`src/core/ras_pkg.sv`:
```
package ras_pkg;
   // stack geometry
   localparam int unsigned DEPTH    = 31;
   localparam int unsigned PC_W     = 21;
   localparam int unsigned PTR_W    = 5;
   // apb register byte offsets
   localparam logic [7:0] OFF_PTR   = 8'h00;
   localparam logic [7:0] OFF_TOPL  = 8'h04;
   localparam logic [7:0] OFF_TOPH  = 8'h08;
   localparam logic [7:0] OFF_TOPU  = 8'h0c;
   localparam logic [7:0] OFF_CFG   = 8'h10;
   // pointer register fields
   localparam int unsigned FULL_BIT = 7;
   localparam int unsigned UNF_BIT  = 6;
   // reset values
   localparam logic [PTR_W-1:0] PTR_RST = 5'h00;
   localparam logic             ORE_RST = 1'b1;
   // pc increment on an overflow push
   localparam logic [PC_W-1:0]  PC_STEP = 21'h000002;
   // vectors
   localparam logic [PC_W-1:0]  VEC_RESET = 21'h000000;
   localparam logic [PC_W-1:0]  VEC_HIGH  = 21'h000008;
   localparam logic [PC_W-1:0]  VEC_LOW   = 21'h000018;

   typedef struct packed {
      logic push;
      logic pop;
      logic [PC_W-1:0] pc;
   } ras_req_s;

   typedef struct packed {
      logic [PC_W-1:0] pc;
      logic            load;
      logic            devReset;
   } ras_rsp_s;

   typedef enum logic [1:0] {
      OP_NONE = 2'b00,
      OP_PUSH = 2'b01,
      OP_POP  = 2'b11
   } ras_op_e;
endpackage

```
`src/core/ras_store.sv`:
```
`timescale 1ns/1ps
module ras_store
   import ras_pkg::*;
#(
   parameter int unsigned N = DEPTH,
   parameter int unsigned W = PC_W
)(
   // clock
   input  wire logic             clock,
   input  wire logic             clockEn,
   // write port
   input  wire logic             we,
   input  wire logic [PTR_W-1:0] wIdx,
   input  wire logic [W-1:0]     wData,
   // read port
   input  wire logic [PTR_W-1:0] rIdx,
   output logic      [W-1:0]     rData
);
   // entries 1..N, index 0 has no storage
   logic [W-1:0] mem_q [1:N];

   always_ff @(posedge clock)
   begin
      if (clockEn && we && wIdx != '0)
      begin
         mem_q[wIdx] <= wData;
      end
   end

   // index zero reads as zero
   always_comb
   begin
      rData = '0;
      if (rIdx != '0)
      begin
         rData = mem_q[rIdx];
      end
   end
endmodule

```
`src/core/ras_apb.sv`:
```
`timescale 1ns/1ps
module ras_apb
   import ras_pkg::*;
(
   // apb slave
   input  wire logic        psel,
   input  wire logic        penable,
   input  wire logic        pwrite,
   input  wire logic [7:0]  paddr,
   output logic             pready,
   output logic             pslverr,
   // decoded strobes
   output logic             wrPtr,
   output logic             wrTopL,
   output logic             wrTopH,
   output logic             wrTopU,
   output logic             wrCfg,
   output logic             mapped
);
   logic acc;

   always_comb
   begin
      acc     = psel && penable;
      mapped  = paddr == OFF_PTR  || paddr == OFF_TOPL ||
                paddr == OFF_TOPH || paddr == OFF_TOPU ||
                paddr == OFF_CFG;
      pready  = 1'b1;
      pslverr = acc && !mapped;
      wrPtr   = acc && pwrite && paddr == OFF_PTR;
      wrTopL  = acc && pwrite && paddr == OFF_TOPL;
      wrTopH  = acc && pwrite && paddr == OFF_TOPH;
      wrTopU  = acc && pwrite && paddr == OFF_TOPU;
      wrCfg   = acc && pwrite && paddr == OFF_CFG;
   end
endmodule

```
`src/core/return_address_stack.sv`:
```
// Contract
// - 31 entries of 21-bit pc values, 5-bit pointer
// - device reset and overflow reset zero the pointer; zero means empty, no entry
// - call, relative_call and interrupt acknowledge push the pc
// - return, return_with_literal, return_from_interrupt pop to pc
// - pc_upper_latch and pc_high_latch untouched by call and return
// - push increments pointer then writes pc at new pointer
// - pop reads entry at current pointer then decrements
// - top_upper/high/low read and write the entry at the pointer
// - software reads and writes the 5-bit pointer, 0 to 31
// - full flag set after 31 pushes without a pop
// - with overflow reset: 31st push stores pc+2, sets full, resets
// - without: pointer goes to 31, later pushes change nothing
// - pop at zero returns zero, sets underflow, pointer stays zero
// - flags cleared only by software or power-on reset
// - bit7 full, bit6 underflow, bit5 zero, bits4-0 pointer
// - underflow return of zero is not a reset
// - reset vector 0000h, interrupt vectors 0008h and 0018h
// - 21-bit pc spans 2 Mbyte; unimplemented fetches read zero
// - stack storage is apart from program and data memory
// - software push increments pointer and stores current pc
// - software pop discards top by decrementing pointer
`timescale 1ns/1ps
module return_address_stack
   import ras_pkg::*;
(
   // clock and resets
   input  wire logic                clock,
   input  wire logic                reset_n,
   input  wire logic                porReset_n,
   input  wire logic                clockEn,
   // sequencer requests
   input  wire logic                callPush,
   input  wire logic                irqAck,
   input  wire logic                swPush,
   input  wire logic                retPop,
   input  wire logic                swPop,
   input  wire logic [PC_W-1:0]     pcIn,
   // sequencer answers
   output logic      [PC_W-1:0]     pcOut,
   output logic                     pcLoad,
   output logic                     devResetReq,
   // vectors and fetch guard
   output logic      [PC_W-1:0]     vecReset,
   output logic      [PC_W-1:0]     vecHigh,
   output logic      [PC_W-1:0]     vecLow,
   input  wire logic [PC_W-1:0]     fetchAddr,
   input  wire logic [PC_W-1:0]     memTop,
   input  wire logic [15:0]         memData,
   output logic      [15:0]         fetchData,
   // apb
   input  wire logic                psel,
   input  wire logic                penable,
   input  wire logic                pwrite,
   input  wire logic [7:0]          paddr,
   input  wire logic [31:0]         pwdata,
   output logic      [31:0]         prdata,
   output logic                     pready,
   output logic                     pslverr
);
   logic [PTR_W-1:0] ptr_q;
   logic             full_q;
   logic             unf_q;
   logic             ore_q;
   logic [PC_W-1:0]  pcOut_q;
   logic             pcLoad_q;
   logic             devRst_q;
   logic [PC_W-1:0]  top;
   logic             wrPtr, wrTopL, wrTopH, wrTopU, wrCfg, mapped;
   logic             doPush, doPop, atTop, memWe;
   logic [PC_W-1:0]  memWData;
   logic [PTR_W-1:0] memIdx;
   ras_req_s         req;
   ras_op_e          op;

   // pc value with one byte lane replaced
   function automatic logic [PC_W-1:0] put_lane(
      input logic [PC_W-1:0] v, input logic [7:0] b, input int unsigned s);
      logic [PC_W-1:0] m;
      m = PC_W'(8'hff) << s;
      put_lane = (v & ~m) | ((PC_W'(b) << s) & m);
   endfunction

   assign req.push = callPush || irqAck || swPush;
   assign req.pop  = retPop || swPop;
   assign req.pc   = pcIn;
   assign op       = req.push ? OP_PUSH : (req.pop ? OP_POP : OP_NONE);
   assign doPush   = op == OP_PUSH;
   assign doPop    = op == OP_POP;
   assign atTop    = ptr_q == PTR_W'(DEPTH);
   ras_apb u_apb (
      .psel    (psel),
      .penable (penable),
      .pwrite  (pwrite),
      .paddr   (paddr),
      .pready  (pready),
      .pslverr (pslverr),
      .wrPtr   (wrPtr),
      .wrTopL  (wrTopL),
      .wrTopH  (wrTopH),
      .wrTopU  (wrTopU),
      .wrCfg   (wrCfg),
      .mapped  (mapped)
   );

   // write port: push writes at pointer+1, software at pointer
   always_comb
   begin
      memWe    = 1'b0;
      memIdx   = ptr_q;
      memWData = top;
      if (doPush && !atTop)
      begin
         memWe  = 1'b1;
         memIdx = ptr_q + 5'h01;
         memWData = (memIdx == PTR_W'(DEPTH) && ore_q) ?
                    req.pc + PC_STEP : req.pc;
      end
      else if (wrTopL || wrTopH || wrTopU)
      begin
         memWe = 1'b1;
         if (wrTopL)
            memWData = put_lane(top, pwdata[7:0], 0);
         else if (wrTopH)
            memWData = put_lane(top, pwdata[7:0], 8);
         else
            memWData = put_lane(top, pwdata[7:0], 16);
      end
   end

   ras_store #(.N(DEPTH), .W(PC_W)) u_store (
      .clock   (clock),
      .clockEn (clockEn),
      .we      (memWe),
      .wIdx    (memIdx),
      .wData   (memWData),
      .rIdx    (ptr_q),
      .rData   (top)
   );

   // pointer: device reset and overflow reset clear it, power-on reset alone does not
   always_ff @(posedge clock or negedge reset_n)
   begin
      if (!reset_n)
         ptr_q <= PTR_RST;
      else if (clockEn)
      begin
         if (devRst_q)
            ptr_q <= PTR_RST;
         else if (doPush)
         begin
            if (!atTop)
               ptr_q <= (ptr_q == PTR_W'(DEPTH-1) && ore_q) ?
                        PTR_RST : ptr_q + 5'h01;
         end
         else if (doPop)
         begin
            if (ptr_q != '0)
               ptr_q <= ptr_q - 5'h01;
         end
         else if (wrPtr)
            ptr_q <= pwdata[PTR_W-1:0];
      end
   end

   // flags: only software or power-on reset clears them, set wins over clear
   always_ff @(posedge clock or negedge porReset_n)
   begin
      if (!porReset_n)
      begin
         full_q <= 1'b0;
         unf_q  <= 1'b0;
      end
      else if (clockEn)
      begin
         if (doPush && ptr_q >= PTR_W'(DEPTH-1))
            full_q <= 1'b1;
         else if (wrPtr && !pwdata[FULL_BIT])
            full_q <= 1'b0;
         if (doPop && ptr_q == '0)
            unf_q <= 1'b1;
         else if (wrPtr && !pwdata[UNF_BIT])
            unf_q <= 1'b0;
      end
   end

   // overflow reset enable, kept across device resets
   always_ff @(posedge clock or negedge porReset_n)
   begin
      if (!porReset_n)
         ore_q <= ORE_RST;
      else if (clockEn && wrCfg)
         ore_q <= pwdata[0];
   end

   // pc answer; underflow loads zero without any reset
   always_ff @(posedge clock or negedge reset_n)
   begin
      if (!reset_n)
      begin
         pcOut_q  <= '0;
         pcLoad_q <= 1'b0;
         devRst_q <= 1'b0;
      end
      else if (clockEn)
      begin
         pcLoad_q <= doPop && retPop;
         if (doPop)
            pcOut_q <= top;
         devRst_q <= doPush && ore_q &&
                     ptr_q == PTR_W'(DEPTH-1);
      end
   end

   assign pcOut       = pcOut_q;
   assign pcLoad      = pcLoad_q;
   assign devResetReq = devRst_q;
   assign vecReset    = VEC_RESET;
   assign vecHigh     = VEC_HIGH;
   assign vecLow      = VEC_LOW;
   assign fetchData   = (fetchAddr > memTop) ? 16'h0000 : memData;

   // register read-back
   always_comb
   begin
      prdata = '0;
      if (mapped)
      begin
         unique case (paddr)
            OFF_PTR:  prdata = {24'h0, full_q, unf_q, 1'b0, ptr_q};
            OFF_TOPL: prdata = {24'h000000, top[7:0]};
            OFF_TOPH: prdata = {24'h000000, top[15:8]};
            OFF_TOPU: prdata = {27'h0000000, top[20:16]};
            OFF_CFG:  prdata = {31'h00000000, ore_q};
            default:  prdata = '0;
         endcase
      end
   end
endmodule

```
`config.mk`:
```
export PLATFORM = sky130hd
export DESIGN_NAME = return_address_stack
export DESIGN_NICKNAME = d
export VERILOG_FILES = /design/src/core/ras_pkg.sv /design/src/core/ras_store.sv /design/src/core/ras_apb.sv /design/src/core/return_address_stack.sv
export SDC_FILE = /design/constraint.sdc
export NUM_CORES = 1
export LEC_CHECK = 0
export BUFFER_PORTS_ARGS = -buffer_cell sky130_fd_sc_hd__buf_2
export CAP_MARGIN = 10
export CORE_MARGIN = 5
export CORE_UTILIZATION = 53
export DETAILED_ROUTE_END_ITERATION = 10
export HOLD_SLACK_MARGIN = 0.06
export PLACE_DENSITY = 0.81
export SYNTH_ARGS = -nofsm -noshare
export SYNTH_HDL_FRONTEND = slang
export SYNTH_SLANG_ARGS = --single-unit
```
`constraint.sdc`:
```
create_clock -name clock -period 7 [get_ports clock]
set_input_delay 1.4 -clock clock [delete_from_list [all_inputs] [get_ports clock]]
set_output_delay 1.4 -clock clock [all_outputs]
set_load 0.05 [all_outputs]
```
==> out/metrics.cfg, run 1 <==
[status]
status = finished, final reports clean

[flow_run]
cap_viol_max_count = 0

[synth]
synth_warnings = 0
ys_top_cells_by_count = edfxtp_1 (651), mux2i_1 (156), nor2_1 (102)
synth.avg_cell_area_um2 = 16.1
synth_edf_count = 651
synth_async_sr_flop_share_pct = 4.55
synth_ff_type = edfxtp_1
synth_top_area_share_pct = 66.6
synthTopCellsByArea = edfxtp_1 (67%), mux4_2 (5.5%), mux2i_1 (5.3%)
synth_cells = 1822
synth-seq-area-share_pct = 69.2
syn_area_um2 = 29400
synth.most_common_cell = edfxtp_1
synth_largest_area_cell = edfxtp_1
ys_ff_latch = 682
synth_cell_type_count = 69

[layout]
fin_area_um2 = 33200
drive_gt1_share_pct = 23.3
final_cells = 2814
finish.net_count = 2173
final_core_util_pct = 60.3
syn_to_final_growth_pct = 12.9

[pwr]
p_per_area_nw_per_um2 = 409
p_leak_nw = 11.7
pwr-share-seq_pct = 39.4
clkPwrFrac_pct = 25.8
p_total_mw = 13.6
p_int_mw = 8.66
net-switching-power_mw = 4.90
swShare_pct = 36.1
comb_power_share_pct = 34.8
peakVddDrop_mv = 0.280

[global_routing]
grt_busiest_layer = met2
use_met1_pct = 33.5
grtUsageMet3_pct = 8.74
grt_pass1_wl_mm = 113
grt_usage_pct = 25.4
overflow = 0
grt_util_met2_pct = 39.3
antenna_found_initial = 8
grt_max_degree = 93
grt_pass1_vias = 17278

[setup_path]
critPathKind = flip-flop to primary output
r2r_start = ptr_q[3]
critPathArrivalTime_ns = 4.41
cp-end-kind = primary output
critical_path.startpoint_type = flip-flop
path_max_fanout = 41
crit_start = ptr_q[3]
cp.required_ns = 5.60

[cts]
clock_sinks = 682
clk_latency_ns = 0.60
numCtsBuffers = 67
cts_tree = done
cts_resized = 0
holdBufCountCts = 0
cts_buffer_depth = 3
root_buffer = clkbuf_16
clk_pin_slew_ns = 0.06
post_cts_buffers = 0
htreeDepth = 3

[floorplan]
ios = 267
fp-row-count = 86
fp.coreArea_um2 = 55000
die-area_um2 = 60200
start_util_pct = 53.4
die_x_um = 245
die_h_um = 245

[placed_design]
post_dp_cell_area_um2 = 30900
place_inst = 2685
dp_slack_ns = 1.86
io_buffers = 154
place.gp.congestion = 0.952
dp_hpwl_mm = 49.6

[timing]
clock_skew_ns = 0.0286
final.min_clock_period_ns = 5.81
setup_viol = 0
whs_ns = 0.502
tns_ns = 0
max_freq_mhz = 172
slew_headroom_pct = 12.5
layout_setup_ws_ns = 1.19
tightest_slew_ns = 1.31
drv_slew = 0
rsz0062_at_grt = no
timing.final.crit_share_pct = 82.9
hold_violations = 0

[route]
num_vias = 17779
wl_per_cell_um = 27.9
drtPass1Iterations = 5
drtAntennaViolNets = 0
initialDrtViolationCount = 2374
via_per_inst = 6.32
drt-total-wl_mm = 78.6
drc = 0

[worst_hold_path]
hp-class = flip-flop to flip-flop
min_from = pcOut[12]

## sequential cells by signal, indices dropped and copies added, names as in the netlist
signal         count
u_store.mem_q    651
pcOut             21
ptr_q              5
devResetReq        1
full_q             1
ore_q              1
pcLoad             1
unf_q              1
## worst max-delay path: stages (launching register included)
cell and delay, ns:
dfrtp_2 0.77, buf_4 0.60, nor3b_1 1.07, a22oi_1 0.24
nand4_1 0.42, a22oi_1 0.18, o211ai_1 0.19, buf_2 0.32
## path summary, 6_finish.rpt
kind,to,cells past startpoint,slack (ns)
max,prdata[3],7,1.19
min,pcOut[12],1,0.50
max reg2reg,u_store.mem_q[8][14],9,1.82
min reg2reg,pcOut[12],1,0.50
max in group asynchronous,ptr_q[1],1,5.63
min in group asynchronous,unf_q,1,0.64
## layout by cell type, fill, tap and decap left out, types with 26 or more instances in the layout
| master | n |
|---|---|
| a21oi_1 | 26 |
| buf_2 | 154 |
| o21ai_0 | 58 |
| conb_1 | 88 |
| nand4_1 | 26 |
| mux2_2 | 28 |
| mux2i_1 | 156 |
| nand2_1 | 97 |
| buf_4 | 50 |
| nor2_2 | 31 |
| dfrtp_1 | 27 |
| ha_1 | 27 |
| clkbuf_16 | 68 |
| mux4_2 | 72 |
| a22oi_1 | 78 |
| inv_1 | 30 |
| edfxtp_1 | 651 |
| nor2_1 | 71 |
| nand3_1 | 47 |
## kinds of logic (layout without fill, tap and decap cells)
| group | Yosys count | count (layout) | synth area share, % |
|---|---|---|---|
| DFF | 682 | 682 | 69.2 |
| buffers and inverters | 210 | 367 | 4.39 |
| AOI/OAI and AO/OA | 268 | 268 | 6.17 |
| muxes | 267 | 267 | 12.9 |
| other | 2 | 89 | 0.0256 |
| and+or+nand+nor | 341 | 341 | 5.43 |
| adders and majority gates | 27 | 27 | 1.15 |
| xor gates and xnor gates | 25 | 25 | 0.745 |
## per-layer routing
layer	wire length (um)	up-vias
met1	27700	8802
met4	3490	10
met2	35800	1342
li1	-	7396
met5	70	-
met3	11600	229
## power groups by stage
stage	Clock (mW)	Sequential (mW)	Combinational (mW)
2_1_floorplan	0	5.51	2.98
3_3_place_gp	0	5.39	4.40
3_5_place_dp	0	5.43	4.52
4_1_cts	3.52	5.34	4.57
5_1_grt	3.70	5.36	4.93
6_report	3.50	5.34	4.73
## cell type report
cell class	instances	area [um2]
Antenna cell	1	2.50
Clock buffer	75	1730
Clock inverter	44	409
Fill cell	3848	21800
Inverter	32	120
Multi-Input combinational cell	1016	8300
Sequential cell	682	20300
Tap cell	748	936
Timing Repair Buffer	216	1340
Note: power is estimated with default switching activity, not from simulation.
==> inputs of run 2 (changes only) <==
==> constraint.sdc (replaced) <==
create_clock -name clock -period 5.5 [get_ports clock]
set_input_delay 1.1 -clock clock [delete_from_list [all_inputs] [get_ports clock]]
set_output_delay 1.1 -clock clock [all_outputs]
set_load 0.05 [all_outputs]
==> run 2 against run 1 <==
Sequential power is 27% higher; sequential share of layout area shrank 0.55 points; clock skew rose by 0.0034 ns; worst hold slack got worse by 0.20 ns; design area grew 0.91%; via count increased by 1.3%; non-clock buffer count grew 23; die area is the same; combinational power grew 31%; global-route usage is 0.88 points higher.
==> out/metrics.cfg, run 2 (synthesized netlist as in run 1, its figures left out) <==
[cts]
cts_buffer_depth = 3
cts_resized = 0
clock_sinks = 682
holdBufCountCts = 0
clk_pin_slew_ns = 0.06
post_cts_buffers = 0
root_buffer = clkbuf_16
htreeDepth = 3
numCtsBuffers = 68
clk_latency_ns = 0.61
cts_tree = done

[layout]
regMostFlops = u_store.mem_q
finish.net_count = 2197
largest_reg_flops = 651
syn_to_final_growth_pct = 14.0
drive_gt1_share_pct = 24.0
mostFrequentLayoutCells = edfxtp_1 (651), mux2i_1 (156), buf_2 (154)
final_common_cell = edfxtp_1
fillers = 3788

[route]
num_vias = 18011
initialDrtViolationCount = 2435
drt-total-wl_mm = 80.9
drtAntennaViolNets = 0
drtPass1Iterations = 7
wl_per_cell_um = 28.5
drc = 0
via_per_inst = 6.34

[setup_path]
crit_chain = buf_4, mux4_1, a221o_1, a21oi_1, nor4_1, buf_4, a221o_1, buf_2
cp.buffers_inverters = 3
cpPeakStageDelay_ns = 0.65
critical_path.startpoint_type = flip-flop
critPathSlowestCell = dfrtp_4
cp.required_ns = 4.40
path_max_fanout = 29
cp-end-kind = primary output
crit_family = buffers and inverters
critPathArrivalTime_ns = 3.97
critPathKind = flip-flop to primary output

[placed_design]
io_buffers = 154
dp_hpwl_mm = 52.1
place.gp.congestion = 0.960
dp_slack_ns = 1.10

[global_routing]
grt_pass1_wl_mm = 116
grt_max_degree = 77
grt_usage_pct = 26.2
overflow = 0
grt_pass1_vias = 17362
antenna_found_initial = 4

[timing]
tightest_slew_ns = 1.25
clock_skew_ns = 0.0320
hold_violations = 0
rsz0062_at_grt = no
drv_slew = 0
layout_setup_ws_ns = 0.429
final.min_clock_period_ns = 5.07
tns_ns = 0
setup_viol = 0
timing.final.crit_share_pct = 92.2
max_freq_mhz = 197
slew_headroom_pct = 17.0

[floorplan]
die_h_um = 245
fp.coreArea_um2 = 55000
die-area_um2 = 60200
fp-row-count = 86
start_util_pct = 53.4
ios = 267
die_x_um = 245

[pwr]
p_per_area_nw_per_um2 = 527
peakVddDrop_mv = 0.286
p_leak_nw = 11.8

[flow_run]
cap_viol_max_count = 0

[worst_hold_path]
hp-class = primary input to asynchronous set/reset pin

[status]
status = finished, final reports clean

[run 2: changes by cell type in the layout (fill, tap and decap cells not counted), moves of 3 or more]
cell / before / now
buf_12: 3 / 9
buf_4: 50 / 74
buf_8: 8 / 2
clkbuf_1: 7 / 11
clkbuf_16: 68 / 72
clkinvlp_4: 9 / 3
diode_2: 1 / 4
[run 2: final cells by class]
cell class / instances / area, um2 / share of cell area (%)
Antenna cell: 4 / 10.0 / 0.0299
Sequential cell: 682 / 20300 / 60.8
Clock inverter: 37 / 388 / 1.16
Inverter: 32 / 120 / 0.359
Tap cell: 748 / 936 / 2.80
Timing Repair Buffer: 239 / 1540 / 4.59
Clock buffer: 85 / 1870 / 5.59
Multi-Input combinational cell: 1016 / 8280 / 24.7
[run 2: final timing paths]
kind                       startpoint                    end  slack (ns)  cells past startpoint
hold reg to reg             pcOut[11]              pcOut[11]        0.49                      2
hold / removal             porReset_n                 full_q        0.30                      1
min in group clock          pcOut[11]              pcOut[11]        0.49                      2
setup / recovery             ptr_q[0]              prdata[2]        0.43                      8
setup reg to reg             ptr_q[0]  u_store.mem_q[30][19]        0.95                      8
max in group asynchronous     reset_n               ptr_q[0]        4.48                      1
[run 2: per-stage QoR]
| stage | utilization, % | power [mW] | hold slack [ns] | instance area (um2) | instances |
|---|---|---|---|---|---|
| floorplan | - | 10.8 | 0.471 | 29700 | 1908 |
| global placement | 56.7 | 12.6 | 0.469 | 31200 | 2715 |
| detailed placement | 56.7 | 12.8 | 0.480 | 31200 | 2715 |
| CTS | 60.8 | 17.5 | 0.278 | 33400 | 2837 |
| global route | 60.9 | 18.2 | 0.283 | 33500 | 2839 |
| finish | 60.9 | 17.7 | 0.298 | 33500 | 2843 |
[run 2: routing by layer]
metal | vias up | GRT usage (%) | part of all wire [%]
met5 | - | 0 | 0.042
met4 | 6 | 10.1 | 4.0
met2 | 1420 | 40.7 | 46
met3 | 217 | 8.48 | 14
li1 | 7450 | - | -
met1 | 8918 | 35.1 | 36
[run 2: worst reg2reg max path, delay by kind of cell (launching register included)]
kind / cells / cell delay [ns]
and+or+nand+nor: 4 / 1.60
adders and majority gates: 2 / 0.82
AOI/OAI and AO/OA: 1 / 0.94
xor gates and xnor gates: 1 / 0.19
DFF: 1 / 0.63
[run 2: where the power goes]
group | internal, mW | leakage [nW] | switching (mW)
registers | 6.54 | 6.25 | 0.225
clock network | 2.75 | 1.10 | 1.95
logic | 2.03 | 4.49 | 4.16
